File: src/dcs_if.sv
`timescale 1ns/1ps
`default_nettype none
// Countdown request and status between checker and its timers
interface dcs_tmr_if #(parameter int W = 8);
  logic         load;
  logic [W-1:0] value;
  logic         done;
  modport ctl (output load, output value, input done);
  modport tmr (input load, input value, output done);
endinterface : dcs_tmr_if
`default_nettype wire

File: src/dcs_timer.sv
`timescale 1ns/1ps
`default_nettype none
// Reloadable down counter; a load keeps the larger of remaining and new
module dcs_timer #(
  parameter int W = 8
) (
  input  wire logic clk,
  input  wire logic srst,
  dcs_tmr_if.tmr    t
);
  logic [W-1:0] cnt;
  logic [W-1:0] next_cnt;

  always_comb
  begin
    next_cnt = cnt;
    if (t.load && t.value > cnt)
      next_cnt = t.value;
    else if (cnt != '0)
      next_cnt = cnt - W'(1);
  end

  always_ff @(posedge clk)
  begin
    if (srst)
      cnt <= '0;
    else
      cnt <= next_cnt;
  end

  assign t.done = (cnt == '0);
endmodule : dcs_timer
`default_nettype wire

File: src/flat_wrapper.sv
// flat-port wrapper written by rule: the top's interface ports become plain ports
module dcs_timer_flat 
#(
  parameter int W = 8
)
  (clk, srst, t_load, t_value, t_done);
  dcs_tmr_if #(.W(W)) t_i ();
  input  wire logic clk;
  input  wire logic srst;
  input wire logic [$bits(t_i.load)-1:0] t_load;
  input wire logic [$bits(t_i.value)-1:0] t_value;
  output wire logic [$bits(t_i.done)-1:0] t_done;
  assign t_i.load = t_load;
  assign t_i.value = t_value;
  assign t_done = t_i.done;
  dcs_timer #(.W(W)) u_core (.clk(clk), .srst(srst), .t(t_i));
endmodule
File: config.mk
export PLATFORM = sky130hd
export DESIGN_NAME = dcs_timer_flat
export DESIGN_NICKNAME = d
export VERILOG_FILES = /design/src/dcs_if.sv /design/src/dcs_timer.sv /design/src/flat_wrapper.sv
export SDC_FILE = /design/constraint.sdc
export NUM_CORES = 1
export LEC_CHECK = 0
export BUFFER_PORTS_ARGS = -buffer_cell sky130_fd_sc_hd__buf_4
export CORE_AREA = 3 3 65 55
export DETAILED_ROUTE_END_ITERATION = 8
export DIE_AREA = 0 0 68 58
export PLACE_DENSITY = 0.41
export SLEW_MARGIN = 25
export SYNTH_ARGS = -nofsm -noshare
export SYNTH_HDL_FRONTEND = slang
export SYNTH_SLANG_ARGS = --single-unit
File: constraint.sdc
create_clock -name clk -period 3.14 [get_ports clk]
set_input_delay 0.157 -clock clk [delete_from_list [all_inputs] [get_ports clk]]
set_output_delay 0.157 -clock clk [all_outputs]
set_load 0.1 [all_outputs]
Word-level counts from Yosys, hierarchy flattened
Cells that the tools add are included.
- flip-flop bits (word level): 8
- logic and storage cells: 9
- output and inout bits: 1
- reduce and logical (&&, ||, !) cells: 4
- muxes and demuxes: 2
- $add $sub $neg: 1
- $lt $le $gt $ge: 1
- operators with widths (cell ; count):
    $mux W8 ; 2
    $gt A8 B8 Y1 ; 1
    $logic_not A8 Y1 ; 1
    $reduce_bool A8 Y1 ; 1
    $sub A8 B1 Y8 const B ; 1
    $reduce_bool A2 Y1 ; 1
    $logic_and A1 B1 Y1 ; 1

Longest topological paths before layout
- word-level depth: 3
- depth in mapped cells: 8
- gate-level depth less buffers: 7

Worst setup path before layout
No wires, ideal clock.
- path kind: flip-flop to flip-flop
- start: register u_core.cnt[0]
- end: register u_core.cnt[1]
- required time: 3.070 ns
- clock period less this slack: 1.680 ns
- setup time: 0.070 ns
- cell stages (with the launch flop): 9
- slack: 1.460 ns
- data arrival time: 1.609 ns
- cells stage by stage: dfxtp_1 inv_1 ha_1 nor3b_2 and2_1 buf_4 mux2i_1 o21ai_0 a21oi_1
- longest elaborated chain between the ends: 3
- elaborated cells between the ends (all ways): 7
- those cells by class: add/sub: 1; order compare: 1; mux: 2; reduce/logical: 3
- RTL lines (item ; line ; text):
    start: declaration ; dcs_timer.sv:11 ; logic [W-1:0] cnt;
    start signal: assignment ; dcs_timer.sv:28 ; cnt <= next_cnt;
    $sub A8 B1 Y8 or $gt A8 B8 Y1 (tied branches) ; dcs_timer.sv:20, dcs_timer.sv:17 ;
    $mux W8 or $logic_and A1 B1 Y1 (tied branches) ; dcs_timer.sv:19, dcs_timer.sv:17 ;
    $mux W8 or $reduce_bool A2 Y1 (tied branches) ; - ;
Several ways; a longest one is shown, not always the timed one. The select of a mux whose other input is x is not followed.
A chain may end at the register's enable or synchronous reset.

Final worst setup path
- start: register u_core.cnt[7]
- end: register u_core.cnt[5]
- longest elaborated chain between the ends: 3
- elaborated cells between the ends (all ways): 5
- those cells by class: order compare: 1; mux: 1; reduce/logical: 3
- RTL lines (item ; line ; text):
    $gt A8 B8 Y1 ; dcs_timer.sv:17 ; if (t.load && t.value > cnt)
    $logic_and A1 B1 Y1 ; dcs_timer.sv:17 ;
    $mux W8 or $reduce_bool A2 Y1 (tied branches) ; - ;
Several ways; a longest one is shown, not always the timed one.

==> impl_metrics.xml <==
<?xml version="1.0" encoding="UTF-8"?>
<metrics>
  <group name="outcome">
    <metric name="run_status" unit="">finished clean</metric>
  </group>
  <group name="power">
    <metric name="worst_ir_drop_vdd" unit="mV">0.286</metric>
    <metric name="p_per_area" unit="mW/mm^2">1090</metric>
    <metric name="totalPowerFinal" unit="mW">0.982</metric>
    <metric name="total_leakage_power" unit="nW">0.367</metric>
  </group>
  <group name="clock_network">
    <metric name="numClockSinks" unit="">8</metric>
    <metric name="clkSlewWorstSetupHoldPaths" unit="ns">0.04</metric>
    <metric name="cts_tree" unit="">yes</metric>
    <metric name="post_cts_resize_count" unit="">0</metric>
    <metric name="numCtsBuffers" unit="">3</metric>
    <metric name="worstSkewPairLatency" unit="ns">0.23</metric>
    <metric name="cts_buffer_depth" unit="">2</metric>
    <metric name="clock_tree.root_cell" unit="">sky130_fd_sc_hd__clkbuf_8</metric>
    <metric name="post_cts.repair.setup_buffers" unit="">0</metric>
    <metric name="cts.htree.levels" unit="">1</metric>
    <metric name="cts_hold_buf" unit="">0</metric>
  </group>
  <group name="logic_synthesis">
    <metric name="synth_nets" unit="">111</metric>
    <metric name="yosys_warnings" unit="">0</metric>
    <metric name="ys_types" unit="">30</metric>
    <metric name="syn_area_per_cell" unit="sq um">8.19</metric>
    <metric name="synthesis.area" unit="sq um">737</metric>
    <metric name="ys_seq_elements" unit="">8</metric>
    <metric name="ys_seq_area_share" unit="%">21.7</metric>
    <metric name="post_synth_inst_count" unit="">90</metric>
  </group>
  <group name="flow_run">
    <metric name="max-cap-violations" unit="">0</metric>
  </group>
  <group name="sta">
    <metric name="pin_slew_with_the_least_headroom_to_its_limit" unit="ns">0.451</metric>
    <metric name="finalMaxSlewViolations" unit="">0</metric>
    <metric name="finalWorstSetupSlack" unit="ns">1.14</metric>
    <metric name="hold_ws" unit="ns">0.168</metric>
    <metric name="timing_limited_maximum_frequency" unit="GHz">0.501</metric>
    <metric name="min_period_over_period" unit="%">63.6</metric>
    <metric name="timing.slew.headroom" unit="%">69.9</metric>
    <metric name="grt_setup_unrepaired" unit="">false</metric>
    <metric name="sum_of_negative_setup_slack" unit="ns">0</metric>
    <metric name="clock-skew-final" unit="ns">0.00303</metric>
    <metric name="finalSetupViolations" unit="">0</metric>
    <metric name="final_hold_viol_count" unit="">0</metric>
    <metric name="fin_crit" unit="ns">2.00</metric>
  </group>
  <group name="detailed_routing">
    <metric name="avgRoutedWirePerCell" unit="um">13.3</metric>
    <metric name="drt_drc_violations_left" unit="">0</metric>
    <metric name="finalWirelength" unit="um">1880</metric>
    <metric name="antenna_violating_nets_post_route" unit="">0</metric>
    <metric name="post_drt_via_cell_ratio" unit="">4.63</metric>
    <metric name="drt-pass1-iter-count" unit="">4</metric>
    <metric name="num_vias" unit="">657</metric>
    <metric name="initialDrtViolationCount" unit="">27</metric>
  </group>
  <group name="grt">
    <metric name="antenna_found_initial" unit="">0</metric>
    <metric name="grt_remaining_overflow" unit="">0</metric>
    <metric name="grt_pass1_wl" unit="um">3410</metric>
    <metric name="grt.total_usage" unit="%">11.5</metric>
    <metric name="pin_count_of_the_biggest_net_entering_global_routing" unit="">9</metric>
    <metric name="via_count_of_the_first_global_routing_pass" unit="">690</metric>
  </group>
  <group name="layout">
    <metric name="final_core_util" unit="%">29.8</metric>
    <metric name="design.final.nets" unit="">125</metric>
    <metric name="stdcell_area" unit="sq um">900</metric>
    <metric name="layout.area.seq" unit="sq um">160</metric>
    <metric name="antenna_cells_inserted" unit="">0</metric>
    <metric name="fraction_of_layout_instances_using_a_drive_strength_above_1" unit="%">23.5</metric>
    <metric name="fillCellCount" unit="">352</metric>
    <metric name="largest_reg_flops" unit="">8</metric>
    <metric name="largestRegisters" unit="">u_core.cnt x8</metric>
    <metric name="syn_to_final_growth" unit="%">22.1</metric>
    <metric name="instances_no_fill" unit="">142</metric>
    <metric name="multiInputGateArea" unit="sq um">528</metric>
    <metric name="registers.top_by_ff_count" unit="">u_core.cnt</metric>
  </group>
  <group name="worst_setup_path">
    <metric name="critical-path-slowest-cell" unit="">sky130_fd_sc_hd__o31ai_4</metric>
    <metric name="cp_num_buf_inv" unit="">1</metric>
    <metric name="worst-path-max-fanout" unit="">8</metric>
    <metric name="critPathCaptureType" unit="">flip-flop</metric>
    <metric name="cp.required" unit="ns">3.28</metric>
    <metric name="timing.setup.critical_path_class" unit="">flip-flop to flip-flop</metric>
    <metric name="crit_path_start_kind" unit="">flip-flop</metric>
    <metric name="cells_along_the_critical_path" unit="">inv_1 -&gt; ha_1 -&gt; a21oi_1 -&gt; o21ai_2 -&gt; o31ai_4 -&gt; nor3_2 -&gt; a311oi_2</metric>
    <metric name="worst_path_dominant_cell_family" unit="">compound AO/OA/AOI/OAI gates</metric>
    <metric name="reg2reg_setup_slack" unit="ns">1.14</metric>
    <metric name="max_stage_delay" unit="ns">0.47</metric>
    <metric name="endpoint_arrival_time_on_the_critical_path" unit="ns">2.14</metric>
  </group>
  <group name="die">
    <metric name="core-area" unit="sq mm">0.00302</metric>
    <metric name="die_height" unit="um">58</metric>
    <metric name="fp.dieW" unit="um">68</metric>
    <metric name="fp-row-count" unit="">18</metric>
    <metric name="initial_core_util" unit="%">24.4</metric>
    <metric name="dieArea" unit="sq mm">0.00394</metric>
    <metric name="pin_count" unit="">12</metric>
  </group>
  <group name="placement">
    <metric name="dp.final_hpwl" unit="um">1550</metric>
    <metric name="finalWeightedCongestion" unit="">0.737</metric>
    <metric name="dp_cells" unit="">139</metric>
    <metric name="port-buffer-count" unit="">11</metric>
    <metric name="post-place-ws" unit="ns">1.16</metric>
    <metric name="placement.cell_area" unit="sq um">858</metric>
  </group>
  <group name="hold_path">
    <metric name="timing.hold.worst.class" unit="">input pin to flip-flop</metric>
  </group>
</metrics>
==> report_power, final <==
group / total [mW] / internal (mW) / switching (mW)
Sequential: 0.208 / 0.150 / 0.0584
Clock: 0.124 / 0.0831 / 0.0413
Combinational: 0.650 / 0.260 / 0.389
Total: 0.982 / 0.494 / 0.489
==> synthesized netlist by cell type <==
cell / number / area, sq um
sky130_fd_sc_hd__a211oi_1: 2 / 15.0
sky130_fd_sc_hd__nand4_1: 1 / 6.26
sky130_fd_sc_hd__o31ai_4: 1 / 21.3
sky130_fd_sc_hd__buf_1: 1 / 3.75
sky130_fd_sc_hd__ha_1: 10 / 125
sky130_fd_sc_hd__xnor2_1: 4 / 35.0
sky130_fd_sc_hd__mux2i_1: 2 / 20.0
sky130_fd_sc_hd__o21ai_2: 1 / 8.76
sky130_fd_sc_hd__buf_4: 1 / 7.51
sky130_fd_sc_hd__inv_1: 10 / 37.5
sky130_fd_sc_hd__and2_1: 1 / 6.26
sky130_fd_sc_hd__nor3_1: 3 / 15.0
sky130_fd_sc_hd__a31o_2: 1 / 8.76
sky130_fd_sc_hd__dfxtp_1: 8 / 160
sky130_fd_sc_hd__a21o_1: 2 / 15.0
sky130_fd_sc_hd__nand2b_1: 2 / 12.5
sky130_fd_sc_hd__nor2_1: 5 / 18.8
sky130_fd_sc_hd__nor3b_2: 1 / 12.5
sky130_fd_sc_hd__and2b_2: 1 / 8.76
sky130_fd_sc_hd__a311oi_2: 1 / 15.0
sky130_fd_sc_hd__nand3_1: 6 / 30.0
sky130_fd_sc_hd__nor4_2: 1 / 12.5
sky130_fd_sc_hd__nor3_2: 2 / 20.0
sky130_fd_sc_hd__a31oi_1: 1 / 6.26
sky130_fd_sc_hd__a21oi_1: 9 / 45.0
sky130_fd_sc_hd__nor3b_1: 1 / 7.51
sky130_fd_sc_hd__o31a_1: 1 / 8.76
sky130_fd_sc_hd__nand2_1: 5 / 18.8
sky130_fd_sc_hd__o31a_2: 1 / 10.0
sky130_fd_sc_hd__o21ai_0: 5 / 25.0
==> area by class of cell <==
type                       instances  area share (%)
multi-input combinational         70            58.7
clock buffer                       3            4.59
inverter                          10            4.17
timing repair buffer              11            9.18
sequential                         8            17.8
tap                               40            5.56
==> cells by family (layout without fill, tap and decap cells) <==
kind of cell             after synthesis  count (layout)  share of synthesized area (%)
multiplexers                           2               2                           2.72
XOR/XNOR                               4               4                           4.75
buffers and inverters                 12              24                           6.62
AO/OA/AOI/OAI                         25              25                           24.3
adder cells (fa/ha/maj)               10              10                           17.0
flip-flops                             8               8                           21.7
AND/OR/NAND/NOR                       29              29                           22.9
==> per-layer routing <==
metal  up-vias  wire length (um)  global-route usage, %
met2        14               828                   17.0
li1        345                 -                      -
met4         0                14                   3.40
met1       296               958                   15.9
met3         2                83                   3.68
met5         -                 0                      0
==> path summary, 6_finish.rpt <==
check / to / cells past startpoint / from
setup / recovery: u_core.cnt[5] / 7 / u_core.cnt[7]
hold / removal: u_core.cnt[5] / 2 / srst
setup reg to reg: u_core.cnt[5] / 7 / u_core.cnt[7]
hold reg to reg: u_core.cnt[6] / 2 / u_core.cnt[6]
==> cells in the final DEF (no fill, tap or decap) <==
master,instances
sky130_fd_sc_hd__o31ai_4,1
sky130_fd_sc_hd__nor3_2,2
sky130_fd_sc_hd__a211oi_1,2
sky130_fd_sc_hd__nand2b_1,2
sky130_fd_sc_hd__and2b_2,1
sky130_fd_sc_hd__a31oi_1,1
sky130_fd_sc_hd__mux2i_1,2
sky130_fd_sc_hd__ha_1,10
sky130_fd_sc_hd__nor2_1,5
sky130_fd_sc_hd__xnor2_1,4
sky130_fd_sc_hd__nor3_1,3
sky130_fd_sc_hd__nand2_1,5
sky130_fd_sc_hd__nor3b_2,1
sky130_fd_sc_hd__a21oi_1,9
sky130_fd_sc_hd__o21ai_0,5
sky130_fd_sc_hd__a311oi_2,1
sky130_fd_sc_hd__o21ai_2,1
sky130_fd_sc_hd__dfxtp_1,8
sky130_fd_sc_hd__a21o_1,2
sky130_fd_sc_hd__and2_1,1
sky130_fd_sc_hd__buf_4,11
sky130_fd_sc_hd__nand4_1,1
sky130_fd_sc_hd__a31o_2,1
sky130_fd_sc_hd__o31a_2,1
sky130_fd_sc_hd__nor3b_1,1
sky130_fd_sc_hd__o31a_1,1
sky130_fd_sc_hd__clkbuf_8,3
sky130_fd_sc_hd__nand3_1,6
sky130_fd_sc_hd__nor4_2,1
sky130_fd_sc_hd__inv_1,10
(Power assumes the default switching activity.)
